===== config.mk =====
export PLATFORM = sky130hd
export DESIGN_NAME = i2c_master_arb
export DESIGN_NICKNAME = d
export VERILOG_FILES = /design/src/include/i2c_arb_pkg.sv /design/src/design/i2c_master_arb.sv
export SDC_FILE = /design/constraint.sdc
export NUM_CORES = 1
export LEC_CHECK = 0
export ABC_AREA = 1
export BUFFER_PORTS_ARGS = -buffer_cell sky130_fd_sc_hd__buf_2
export CORE_MARGIN = 3
export CORE_UTILIZATION = 61
export CTS_CLUSTER_DIAMETER = 100
export DETAILED_ROUTE_END_ITERATION = 10
export PLACE_DENSITY = 0.95
export SKIP_CTS_REPAIR_TIMING = 1
export SLEW_MARGIN = 20
export SYNTH_ARGS = -nofsm -noshare
export SYNTH_HDL_FRONTEND = slang
export SYNTH_SLANG_ARGS = --single-unit

===== constraint.sdc =====
create_clock -name aclk -period 3.1 [get_ports aclk]
set_input_delay 0.31 -clock aclk [delete_from_list [all_inputs] [get_ports aclk]]
set_output_delay 0.31 -clock aclk [all_outputs]
set_load 0.005 [all_outputs]

===== src/include/i2c_arb_pkg.sv =====
// constants, types and layout for the two-wire master arbitration block
// Operation
// - ack enable pulls clock low, data line shows ack data value
// - ack: one period, release clock, wait high, one period, clock low
// - ack end clears ack enable, stops counter, returns to idle
// - buffer write during ack or stop is dropped, write collision set
// - stop: data low, once low count, release clock, then data later
// - data high with clock high sets stop seen, then irq flag
// - in sleep, slave events wake the cpu if interrupt enabled
// - reset or disable aborts transfer and clears start/stop seen
// - busy bus with interrupt enabled: stop on bus raises interrupt
// - released one read back as zero is a collision, go idle
// - transmit collision: halt, clear full flag, release both lines
// - condition collision: abort, release lines, clear its enable bit
// - after collision keep watching; a bus stop sets irq flag
// - buffer write after collision restarts from first data bit
// - start with a line already low: abort, collision, idle
// - start: load counter on data high; clock low then collides
// - data low in first start count: restart count, drive early
// - start: data low at count end, recount, then clock low
// - repeat start: release data, count, release clock, check data
// - repeat start: clock fall before timeout without data low collides
// - repeat start: both high at end, data low, recount, clock low
package i2c_arb_pkg;
	localparam logic [3:0] CTRL_OFS   = 4'h0;
	localparam logic [3:0] STAT_OFS   = 4'h4;
	localparam logic [3:0] BUF_OFS    = 4'h8;
	localparam logic [3:0] RELOAD_OFS = 4'hC;
	localparam logic [7:0] RELOAD_RST = 8'h09;
	localparam logic [3:0] BIT_FIRST  = 4'h8;
	localparam logic [1:0] RESP_OKAY  = 2'h0;
	localparam logic [1:0] RESP_ERR   = 2'h2;

	// control register, bit 7 down to bit 0
	typedef struct packed {
		logic irq_en;
		logic ack_data_value;
		logic ack_sequence_enable;
		logic spare;
		logic stop_enable;
		logic repeat_start_enable;
		logic start_enable;
		logic enable;
	} ctrl_s;
	localparam ctrl_s CTRL_RST = '0;

	typedef enum logic [4:0] {
		S_IDLE, S_ST_CHK, S_ST_A, S_ST_B,
		S_RS_A, S_RS_B, S_RS_C, S_RS_D, S_RS_E,
		S_TX_LO, S_TX_W, S_TX_HI,
		S_AK_LO, S_AK_W, S_AK_HI,
		S_SP_A, S_SP_B, S_SP_W, S_SP_C, S_SP_D, S_SP_E
	} state_e;
endpackage : i2c_arb_pkg


===== src/design/i2c_master_arb.sv =====
// two-wire master sequencer with arbitration and axi4-lite registers
//
// Our own choices: register access over AXI4-Lite and the register offsets.
module i2c_master_arb (
	input  wire logic        aclk,
	input  wire logic        aresetn,
	input  wire logic [3:0]  awaddr,
	input  wire logic        awvalid,
	output logic             awready,
	input  wire logic [31:0] wdata,
	input  wire logic [3:0]  wstrb,
	input  wire logic        wvalid,
	output logic             wready,
	output logic [1:0]       bresp,
	output logic             bvalid,
	input  wire logic        bready,
	input  wire logic [3:0]  araddr,
	input  wire logic        arvalid,
	output logic             arready,
	output logic [31:0]      rdata,
	output logic [1:0]       rresp,
	output logic             rvalid,
	input  wire logic        rready,
	input  wire logic        scl_in,
	output logic             scl_out,
	output logic             scl_oe,
	input  wire logic        sda_in,
	output logic             sda_out,
	output logic             sda_oe,
	input  wire logic        sleep_mode,
	input  wire logic        slave_event,
	output logic             irq_out,
	output logic             wake_out
);
	function automatic logic [2:0] reg_idx(input logic [3:0] a);
		unique case (a)
			i2c_arb_pkg::CTRL_OFS:   reg_idx = 3'h1;
			i2c_arb_pkg::STAT_OFS:   reg_idx = 3'h2;
			i2c_arb_pkg::BUF_OFS:    reg_idx = 3'h3;
			i2c_arb_pkg::RELOAD_OFS: reg_idx = 3'h4;
			default:                 reg_idx = 3'h0;
		endcase
	endfunction : reg_idx

	i2c_arb_pkg::ctrl_s  ctrl_q;
	i2c_arb_pkg::state_e state_q;
	logic [7:0]  reload_q, buf_q, cnt_q;
	logic [3:0]  bit_q;
	logic [1:0]  scl_s_q, sda_s_q;
	logic        scl_p_q, sda_p_q;
	logic        start_det_q, stop_det_q, bf_q, mif_q, bcl_q, write_collision_flag_q;
	logic        ev_bcl_q, ev_bfc_q, ev_mif_q, ev_done_q;
	logic        aw_v_q, w_v_q;
	logic [3:0]  awaddr_q;
	logic [7:0]  wdata_q;
	logic        wstrb_q;
	logic        scl, sda, tmo, wr_fire, wr_buf, wr_ctrl, wr_stat;
	logic        mon_stop, mon_start, in_stop;

	assign scl = scl_s_q[1];
	assign sda = sda_s_q[1];
	assign tmo = (cnt_q == 8'h00);
	assign wr_fire = aw_v_q && w_v_q && !bvalid;
	assign wr_buf = wr_fire && wstrb_q &&
		(reg_idx(awaddr_q) == 3'h3);
	assign wr_ctrl = wr_fire && wstrb_q &&
		(reg_idx(awaddr_q) == 3'h1);
	assign wr_stat = wr_fire && wstrb_q &&
		(reg_idx(awaddr_q) == 3'h2);
	assign mon_stop = scl && scl_p_q && sda && !sda_p_q;
	assign mon_start = scl && scl_p_q && !sda && sda_p_q;
	assign in_stop = (state_q == i2c_arb_pkg::S_SP_D) ||
		(state_q == i2c_arb_pkg::S_SP_E);

	// pin synchronisers and edge history
	always_ff @(posedge aclk) begin
		if (!aresetn) begin
			scl_s_q <= 2'h3;
			sda_s_q <= 2'h3;
			scl_p_q <= 1'b1;
			sda_p_q <= 1'b1;
		end else begin
			scl_s_q <= {scl_s_q[0], scl_in};
			sda_s_q <= {sda_s_q[0], sda_in};
			scl_p_q <= scl;
			sda_p_q <= sda;
		end
	end

	// axi4-lite write channel
	always_ff @(posedge aclk) begin
		if (!aresetn) begin
			awready <= 1'b1;
			wready <= 1'b1;
			bvalid <= 1'b0;
			bresp <= i2c_arb_pkg::RESP_OKAY;
			aw_v_q <= 1'b0;
			w_v_q <= 1'b0;
			awaddr_q <= 4'h0;
			wdata_q <= 8'h00;
			wstrb_q <= 1'b0;
		end else begin
			if (awvalid && awready) begin
				awaddr_q <= awaddr;
				aw_v_q <= 1'b1;
				awready <= 1'b0;
			end
			if (wvalid && wready) begin
				wdata_q <= wdata[7:0];
				wstrb_q <= wstrb[0];
				w_v_q <= 1'b1;
				wready <= 1'b0;
			end
			if (wr_fire) begin
				bvalid <= 1'b1;
				aw_v_q <= 1'b0;
				w_v_q <= 1'b0;
				bresp <= (reg_idx(awaddr_q) == 3'h0) ?
					i2c_arb_pkg::RESP_ERR : i2c_arb_pkg::RESP_OKAY;
			end
			if (bvalid && bready) begin
				bvalid <= 1'b0;
				awready <= 1'b1;
				wready <= 1'b1;
			end
		end
	end

	// axi4-lite read channel
	always_ff @(posedge aclk) begin
		if (!aresetn) begin
			arready <= 1'b1;
			rvalid <= 1'b0;
			rdata <= 32'h0000_0000;
			rresp <= i2c_arb_pkg::RESP_OKAY;
		end else if (arvalid && arready) begin
			arready <= 1'b0;
			rvalid <= 1'b1;
			rresp <= i2c_arb_pkg::RESP_OKAY;
			unique case (reg_idx(araddr))
				3'h1: rdata <= {24'h00_0000, ctrl_q};
				3'h2: rdata <= {26'h000_0000, write_collision_flag_q, bcl_q, mif_q,
					bf_q, start_det_q, stop_det_q};
				3'h3: rdata <= {24'h00_0000, buf_q};
				3'h4: rdata <= {24'h00_0000, reload_q};
				default: begin
					rdata <= 32'h0000_0000;
					rresp <= i2c_arb_pkg::RESP_ERR;
				end
			endcase
		end else if (rvalid && rready) begin
			rvalid <= 1'b0;
			arready <= 1'b1;
		end
	end

	// control and reload registers
	always_ff @(posedge aclk) begin
		if (!aresetn) begin
			ctrl_q <= i2c_arb_pkg::CTRL_RST;
			reload_q <= i2c_arb_pkg::RELOAD_RST;
		end else begin
			if (ev_done_q) begin
				ctrl_q.start_enable <= 1'b0;
				ctrl_q.repeat_start_enable <= 1'b0;
				ctrl_q.stop_enable <= 1'b0;
				ctrl_q.ack_sequence_enable <= 1'b0;
			end
			if (wr_ctrl)
				ctrl_q <= i2c_arb_pkg::ctrl_s'(wdata_q);
			if (wr_fire && wstrb_q && reg_idx(awaddr_q) == 3'h4)
				reload_q <= wdata_q;
		end
	end

	// buffer, write collision and sticky flags; hardware set wins
	always_ff @(posedge aclk) begin
		if (!aresetn) begin
			buf_q <= 8'h00;
			bf_q <= 1'b0;
			write_collision_flag_q <= 1'b0;
			bcl_q <= 1'b0;
			mif_q <= 1'b0;
		end else begin
			if (wr_buf && state_q == i2c_arb_pkg::S_IDLE) begin
				buf_q <= wdata_q;
				bf_q <= 1'b1;
			end else if (ev_bfc_q)
				bf_q <= 1'b0;
			if (wr_stat && wdata_q[5])
				write_collision_flag_q <= 1'b0;
			if (wr_buf && state_q != i2c_arb_pkg::S_IDLE)
				write_collision_flag_q <= 1'b1;
			if (wr_stat && wdata_q[4])
				bcl_q <= 1'b0;
			if (ev_bcl_q)
				bcl_q <= 1'b1;
			if (wr_stat && wdata_q[3])
				mif_q <= 1'b0;
			if (ev_mif_q || (mon_stop && !in_stop &&
				(start_det_q || bcl_q)))
				mif_q <= 1'b1;
		end
	end

	// bus monitor: start and stop seen
	always_ff @(posedge aclk) begin
		if (!aresetn || !ctrl_q.enable) begin
			start_det_q <= 1'b0;
			stop_det_q <= 1'b0;
		end else if (mon_stop) begin
			stop_det_q <= 1'b1;
			start_det_q <= 1'b0;
		end else if (mon_start) begin
			start_det_q <= 1'b1;
			stop_det_q <= 1'b0;
		end
	end

	// interrupt and wake outputs
	always_ff @(posedge aclk) begin
		if (!aresetn) begin
			irq_out <= 1'b0;
			wake_out <= 1'b0;
			scl_out <= 1'b0;
			sda_out <= 1'b0;
		end else begin
			irq_out <= mif_q && ctrl_q.irq_en;
			wake_out <= sleep_mode && slave_event &&
				ctrl_q.irq_en;
		end
	end

	// condition sequencer with baud counter
	always_ff @(posedge aclk) begin
		if (!aresetn || !ctrl_q.enable) begin
			state_q <= i2c_arb_pkg::S_IDLE;
			cnt_q <= 8'h00;
			bit_q <= i2c_arb_pkg::BIT_FIRST;
			scl_oe <= 1'b0;
			sda_oe <= 1'b0;
			ev_bcl_q <= 1'b0;
			ev_bfc_q <= 1'b0;
			ev_mif_q <= 1'b0;
			ev_done_q <= 1'b0;
		end else begin
			ev_bcl_q <= 1'b0;
			ev_bfc_q <= 1'b0;
			ev_mif_q <= 1'b0;
			ev_done_q <= 1'b0;
			if (!tmo)
				cnt_q <= cnt_q - 8'h01;
			unique case (state_q)
				i2c_arb_pkg::S_IDLE: begin
					if (ev_done_q || ev_bcl_q) begin
					end else if (ctrl_q.start_enable) begin
						scl_oe <= 1'b0;
						sda_oe <= 1'b0;
						state_q <= i2c_arb_pkg::S_ST_CHK;
					end else if (ctrl_q.repeat_start_enable) begin
						sda_oe <= 1'b0;
						state_q <= i2c_arb_pkg::S_RS_A;
					end else if (ctrl_q.stop_enable) begin
						sda_oe <= 1'b1;
						state_q <= i2c_arb_pkg::S_SP_A;
					end else if (ctrl_q.ack_sequence_enable) begin
						scl_oe <= 1'b1;
						sda_oe <= !ctrl_q.ack_data_value;
						cnt_q <= reload_q;
						state_q <= i2c_arb_pkg::S_AK_LO;
					end else if (bf_q) begin
						bit_q <= i2c_arb_pkg::BIT_FIRST;
						scl_oe <= 1'b1;
						sda_oe <= !buf_q[7];
						cnt_q <= reload_q;
						state_q <= i2c_arb_pkg::S_TX_LO;
					end
				end
				i2c_arb_pkg::S_ST_CHK: begin
					if (!sda || !scl) begin
						ev_bcl_q <= 1'b1;
						ev_done_q <= 1'b1;
						state_q <= i2c_arb_pkg::S_IDLE;
					end else begin
						cnt_q <= reload_q;
						state_q <= i2c_arb_pkg::S_ST_A;
					end
				end
				i2c_arb_pkg::S_ST_A: begin
					if (!scl && sda) begin
						ev_bcl_q <= 1'b1;
						ev_done_q <= 1'b1;
						state_q <= i2c_arb_pkg::S_IDLE;
					end else if (!sda || tmo) begin
						sda_oe <= 1'b1;
						cnt_q <= reload_q;
						state_q <= i2c_arb_pkg::S_ST_B;
					end
				end
				i2c_arb_pkg::S_ST_B: if (tmo) begin
					scl_oe <= 1'b1;
					ev_done_q <= 1'b1;
					ev_mif_q <= 1'b1;
					state_q <= i2c_arb_pkg::S_IDLE;
				end
				i2c_arb_pkg::S_RS_A: if (sda) begin
					cnt_q <= reload_q;
					state_q <= i2c_arb_pkg::S_RS_B;
				end
				i2c_arb_pkg::S_RS_B: if (tmo) begin
					scl_oe <= 1'b0;
					state_q <= i2c_arb_pkg::S_RS_C;
				end
				i2c_arb_pkg::S_RS_C: if (scl) begin
					if (!sda) begin
						sda_oe <= 1'b0;
						ev_bcl_q <= 1'b1;
						ev_done_q <= 1'b1;
						state_q <= i2c_arb_pkg::S_IDLE;
					end else begin
						cnt_q <= reload_q;
						state_q <= i2c_arb_pkg::S_RS_D;
					end
				end
				i2c_arb_pkg::S_RS_D: begin
					if (!scl && sda) begin
						ev_bcl_q <= 1'b1;
						ev_done_q <= 1'b1;
						state_q <= i2c_arb_pkg::S_IDLE;
					end else if (tmo || !sda) begin
						sda_oe <= 1'b1;
						cnt_q <= reload_q;
						state_q <= i2c_arb_pkg::S_RS_E;
					end
				end
				i2c_arb_pkg::S_RS_E: if (tmo) begin
					scl_oe <= 1'b1;
					ev_done_q <= 1'b1;
					ev_mif_q <= 1'b1;
					state_q <= i2c_arb_pkg::S_IDLE;
				end
				i2c_arb_pkg::S_TX_LO: if (tmo) begin
					scl_oe <= 1'b0;
					state_q <= i2c_arb_pkg::S_TX_W;
				end
				i2c_arb_pkg::S_TX_W: if (scl) begin
					cnt_q <= reload_q;
					state_q <= i2c_arb_pkg::S_TX_HI;
				end
				i2c_arb_pkg::S_TX_HI: begin
					if (!sda_oe && !sda && bit_q != 4'h0) begin
						scl_oe <= 1'b0;
						ev_bcl_q <= 1'b1;
						ev_bfc_q <= 1'b1;
						state_q <= i2c_arb_pkg::S_IDLE;
					end else if (tmo) begin
						scl_oe <= 1'b1;
						cnt_q <= reload_q;
						bit_q <= bit_q - 4'h1;
						if (bit_q == 4'h0) begin
							ev_mif_q <= 1'b1;
							state_q <= i2c_arb_pkg::S_IDLE;
						end else begin
							if (bit_q == 4'h1)
								ev_bfc_q <= 1'b1;
							sda_oe <= (bit_q == 4'h1) ? 1'b0 :
								!buf_q[3'(bit_q - 4'h2)];
							state_q <= i2c_arb_pkg::S_TX_LO;
						end
					end
				end
				i2c_arb_pkg::S_AK_LO: if (tmo) begin
					scl_oe <= 1'b0;
					state_q <= i2c_arb_pkg::S_AK_W;
				end
				i2c_arb_pkg::S_AK_W: if (scl) begin
					cnt_q <= reload_q;
					state_q <= i2c_arb_pkg::S_AK_HI;
				end
				i2c_arb_pkg::S_AK_HI: begin
					if (!sda_oe && !sda) begin
						ev_bcl_q <= 1'b1;
						ev_done_q <= 1'b1;
						state_q <= i2c_arb_pkg::S_IDLE;
					end else if (tmo) begin
						scl_oe <= 1'b1;
						ev_done_q <= 1'b1;
						ev_mif_q <= 1'b1;
						state_q <= i2c_arb_pkg::S_IDLE;
					end
				end
				i2c_arb_pkg::S_SP_A: if (!sda) begin
					cnt_q <= reload_q;
					state_q <= i2c_arb_pkg::S_SP_B;
				end
				i2c_arb_pkg::S_SP_B: if (tmo) begin
					scl_oe <= 1'b0;
					state_q <= i2c_arb_pkg::S_SP_W;
				end
				i2c_arb_pkg::S_SP_W: if (scl) begin
					cnt_q <= reload_q;
					state_q <= i2c_arb_pkg::S_SP_C;
				end
				i2c_arb_pkg::S_SP_C: if (tmo) begin
					sda_oe <= 1'b0;
					state_q <= i2c_arb_pkg::S_SP_D;
				end
				i2c_arb_pkg::S_SP_D: if (sda && scl) begin
					cnt_q <= reload_q;
					state_q <= i2c_arb_pkg::S_SP_E;
				end
				i2c_arb_pkg::S_SP_E: if (tmo) begin
					ev_done_q <= 1'b1;
					ev_mif_q <= 1'b1;
					state_q <= i2c_arb_pkg::S_IDLE;
				end
				default: state_q <= i2c_arb_pkg::S_IDLE;
			endcase
			if (ev_bcl_q) begin
				scl_oe <= 1'b0;
				sda_oe <= 1'b0;
			end
		end
	end
endmodule : i2c_master_arb


==> impl_metrics.json, run 1 <==
{
  "rows": 34,
  "setup_viol": 0,
  "max_slew_margin": 0.3601,
  "clock_skew_ns": 0.01125,
  "seq_area_frac_synth": 0.3190,
  "final_area_um2": 6085,
  "hold_viol_final": 0,
  "drt_iter0_drc": 775,
  "min_path_cells": 2,
  "dieArea_um2": 10560,
  "grt_pass1_wl_um": 25960,
  "endpoint_kind": "flip-flop",
  "syn_inst": 916,
  "rsz0062_at_grt": "false",
  "holdCritPathClass": "primary input to flip-flop",
  "dp.cells": 1053,
  "antenna_left": 0,
  "vias": 6205,
  "ys.flop_type": "dfxtp_1",
  "p_leak_uw": 0.003006,
  "syn_area_um2": 5710,
  "tns_ns": 0,
  "io_buffers": 46,
  "drt_pre_antenna_iters": 9,
  "core-area_um2": 8891,
  "power_density_nw_per_um2": 360.2,
  "crit_fanout": 9,
  "stdcell_count": 1069,
  "synthTopCellsByArea": "dfxtp_1, nand2_1, nor2_1, nand3_1, o21ai_0",
  "clk_pin_slew_ns": 0.10,
  "final_cell_mix": "nand2_1, nor2_1, inv_1",
  "vias_per_cell": 5.804,
  "clk_latency_ns": 0.37,
  "post-place-ws_ns": 0.7927,
  "setup_ws_ns": 0.6514,
  "synth_top_cell_area_share": 0.3190,
  "yosysUniqueCellTypes": 41,
  "dpl.hpwl_um": 11830,
  "finalMaxSlewViolations": 0,
  "grt.total_usage": 0.3085,
  "grt_max_degree": 32,
  "nNetsFinal": 1017,
  "cts_buffers": 9,
  "overflow": 0,
  "syn_to_final_growth_pct": 6.551,
  "regArea_um2": 1822,
  "drive_above_1_share": 0.1155,
  "multi_input_area_um2": 3269,
  "dpl_cell_area_um2": 5882,
  "clock.fmax_mhz": 408.4,
  "r2r_slack_ns": 0.65,
  "cts.path.max_buffers": 2,
  "crit_path_start_kind": "flip-flop",
  "ys_ff_latch": 91,
  "power.total_uw": 2192,
  "yosysWarnings": 0,
  "place.gp.congestion": 0.9849,
  "pin_count": 102,
  "drc_errors": 0,
  "synth_area_per_cell_um2": 6.234,
  "htree_levels": 3,
  "worstSetupPathType": "flip-flop to flip-flop",
  "nFillCells": 749,
  "min_period_ns": 2.449,
  "cts_tree": "yes",
  "cts-root-buf": "clkbuf_8",
  "ys_async_sr_fraction": 0,
  "synth_edf_count": 0,
  "synth_top_cell_by_area": "dfxtp_1",
  "diodes": 0,
  "routed_wl_um": 15990,
  "grt_pass1_vias": 5594,
  "die_h_um": 102.8,
  "irDropWorstVdd_uv": 314.8,
  "initial_core_util": 0.6423,
  "crit_arrival_ns": 2.71,
  "r2r_cells": 12,
  "final_common_cell": "nand2_1",
  "cts.sinks": 91,
  "cp_data_required_time_ns": 3.36,
  "die_w_um": 102.8,
  "tightestPinTransition_ns": 0.9526,
  "maxCapViolations": 0,
  "period_share": 0.7899,
  "antenna_found_initial": 0,
  "wl_per_cell_um": 14.96,
  "run_status": "complete, no violations"
}
[layout make-up]
type / instances / area share
Multi-Input combinational cell: 701 / 0.5373
Clock inverter: 7 / 0.01295
Clock buffer: 9 / 0.02036
Inverter: 102 / 0.06375
Tap cell: 108 / 0.02221
Sequential cell: 91 / 0.2994
Timing Repair Buffer: 51 / 0.04401
[synth_stat cells, types with 10 or more instances]
master,number
a21oi_1,54
buf_4,31
clkbuf_1,12
dfxtp_1,91
inv_1,93
nand2_1,243
nand3_1,70
nand4_1,10
nor2_1,130
nor2_2,13
nor3_1,13
o21ai_0,70
[cells by family (layout without fill, tap and decap cells)]
group / after synthesis / after routing / share of synthesized area
AND/OR/NAND/NOR: 507 / 507 / 0.3878
AO/OA/AOI/OAI: 158 / 158 / 0.1501
buffers and inverters: 151 / 169 / 0.1262
flip-flops: 91 / 91 / 0.3190
adder cells (fa/ha/maj): 6 / 6 / 0.01315
XOR/XNOR: 2 / 2 / 0.003068
other: 1 / 28 / 0.0006567
[sequential cells by signal (all words and copies together) (netlist names), 2 cells and up]
register / count
state_q: 5
buf_q: 8
awaddr_q: 4
reload_q: 8
sda_s_q: 2
bit_q: 4
scl_s_q: 2
ctrl_q: 8
cnt_q: 8
rdata: 8
wdata_q: 8
[layer usage]
layer,routed length [µm],up-vias,track usage
li1,-,2997,-
met1,5940,2698,0.3879
met2,7236,394,0.4851
met3,1897,116,0.06360
met4,918,0,0.1902
met5,0,-,0
[through the flow]
stage,util,hold WS (ns)
final,0.6844,0.1253
after global routing,0.6844,0.1136
after CTS,0.6844,0.1173
after detailed placement,0.6616,0.4090
after global placement,0.6616,0.3941
after floorplan,-,0.3925
[worst max-delay path, cell delays in order (launching register included)]
cell	delay [ns]
dfxtp_1	0.54
inv_1	0.21
ha_1	0.27
nand2_1	0.12
nand2_1	0.17
clkinv_1	0.14
nor2_2	0.07
nand2_1	0.13
o21ai_0	0.11
nor2_2	0.33
nand2_4	0.10
nand2_1	0.09
a21oi_2	0.05
[report_power, final]
part           switching (µW)  leakage [µW]  internal [µW]
Combinational             103       0.00216           49.8
Sequential               25.3      0.000739           1200
Clock                     497      0.000102            319
Total                     625       0.00301           1570
[path summary, 6_finish.rpt]
check                           startpoint    endpoint
worst min-delay path                sda_in  sda_s_q[0]
worst max-delay path              bit_q[0]  state_q[1]
worst max register to register    bit_q[0]  state_q[1]
worst min register to register  scl_s_q[0]  scl_s_q[1]
No activity file was read; power rests on OpenSTA's default activity.
==> run 2: changes to the inputs <==
- CORE_UTILIZATION: 61 -> 57
- PLACE_DENSITY: 0.95 -> 0.92
- clock period: 3.1 -> 2.29 ns (I/O delays scaled with it)
==> impl_metrics.json, run 2 (same netlist as run 1, synthesis figures left out) <==
{
  "wl_per_cell_um": 15.02,
  "dpl.hpwl_um": 12420,
  "final_common_cell": "nand2_1",
  "pwr-share-seq": 0.527,
  "crit_arrival_ns": 2.33,
  "post-place-ws_ns": 0.2313,
  "grt_max_degree": 28,
  "cts.sinks": 91,
  "drive_above_1_share": 0.1307,
  "core-area_um2": 9503,
  "crit_path_cell_trace": "nor2_2, inv_1, nor2_1, nand2_1, o21ai_0, inv_1, nand2_1, nand2_1, nor2_1, nand3_1, nand2_1, inv_1",
  "endpoint_kind": "flip-flop",
  "p_int_uw": 2321,
  "clockPowerShare": 0.406,
  "vias": 6202,
  "antenna_left": 0,
  "routed_wl_um": 16640,
  "io_buffers": 46,
  "grt_pass1_wl_um": 26780,
  "syn_to_final_growth_pct": 9.925,
  "cp_data_required_time_ns": 2.56,
  "clk_latency_ns": 0.37,
  "drt_pre_antenna_iters": 8,
  "pin_count": 102,
  "p_sw_frac": 0.2612,
  "place.gp.congestion": 0.9682,
  "slowest_stage": "dfxtp_1",
  "slowest_delay_ns": 0.38,
  "rows": 35,
  "grt_pass1_vias": 5609,
  "clock.fmax_mhz": 483.5,
  "p_switching_uw": 820.5,
  "vias_per_cell": 5.597,
  "maxCapViolations": 0,
  "timing.hold.ws_ns": 0.05425,
  "run_status": "complete, no violations",
  "die_h_um": 106.1,
  "pwr-share-comb": 0.067,
  "crit_path_start_kind": "flip-flop",
  "min_period_ns": 2.068,
  "max_slew_margin": 0.4616,
  "nNetsFinal": 1035,
  "diodes": 0,
  "rsz0062_at_grt": "false",
  "tns_ns": 0,
  "crit_top_cell": "nand2_1",
  "final_cell_mix": "nand2_1, nor2_1, inv_1",
  "holdCritPathClass": "primary input to flip-flop",
  "hold_viol_final": 0,
  "drc_errors": 0,
  "overflow": 0,
  "power.total_uw": 3141,
  "antenna_found_initial": 0,
  "worstSetupPathType": "flip-flop to flip-flop",
  "finalMaxSlewViolations": 0,
  "setup_viol": 0,
  "setup_ws_ns": 0.2219,
  "irDropWorstVdd_uv": 626.7,
  "cts_buffers": 9,
  "cts.path.max_buffers": 2,
  "die_w_um": 106.1,
  "period_share": 0.9031,
  "crit_fanout": 9,
  "drt_iter0_drc": 700,
  "tightestPinTransition_ns": 0.8067,
  "clk_pin_slew_ns": 0.10,
  "initial_core_util": 0.6009,
  "dieArea_um2": 11260,
  "clock_skew_ns": 0.01383,
  "power_density_nw_per_um2": 500.5,
  "grt.total_usage": 0.2924,
  "cts_tree": "yes",
  "p_leak_uw": 0.003107,
  "htree_levels": 3,
  "cts-root-buf": "clkbuf_8"
}
-- run 2: worst paths after layout --
check | startpoint | endpoint | slack [ns] | cells after the start
worst max-delay path | ctrl_q[1] | cnt_q[7] | 0.22 | 12
worst min-delay path | scl_in | scl_s_q[0] | 0.05 | 2
worst max register to register | ctrl_q[1] | cnt_q[7] | 0.22 | 12
worst min register to register | sda_s_q[0] | sda_s_q[1] | 0.42 | 1
-- run 2: per-stage QoR --
step | std cells | area [µm²] | util
CTS | 1106 | 6250 | 0.6577
global placement | 1090 | 6028 | 0.6344
finish | 1108 | 6277 | 0.6606
global route | 1108 | 6277 | 0.6606
floorplan | 943 | 5812 | -
detailed placement | 1090 | 6028 | 0.6344
-- run 2: metal layers --
layer / wire length, µm / vias up / GRT usage
met3: 1732 / 54 / 0.04250
met5: 0 / - / 0
met2: 7651 / 353 / 0.4822
li1: - / 3020 / -
met1: 6695 / 2775 / 0.3886
met4: 560 / 0 / 0.1092
-- run 2: worst max-delay path: cells and delay by family, from the launching register on --
kind	cells	cell delay, ns
flip-flops	1	0.38
buffers and inverters	3	0.19
AO/OA/AOI/OAI	1	0.26
AND/OR/NAND/NOR	8	1.13
-- run 2: final cells by class --
cell class              count  area, µm²
well taps                 129      161.4
clock buffers              10      127.6
repair buffers             69      415.4
multi-input cells         701       3269
inverters                 102      387.9
clock inverters             6      93.84
flip-flops and latches     91       1822
fillers                   892       3226
-- run 2: power by group through the flow --
stage               sequential [µW]  combinational (µW)  clock (µW)
floorplan                      1680                 170           0
global placement               1690                 200           0
detailed placement             1690                 207           0
CTS                            1650                 208        1260
global route                   1660                 244        1320
finish                         1650                 211        1280
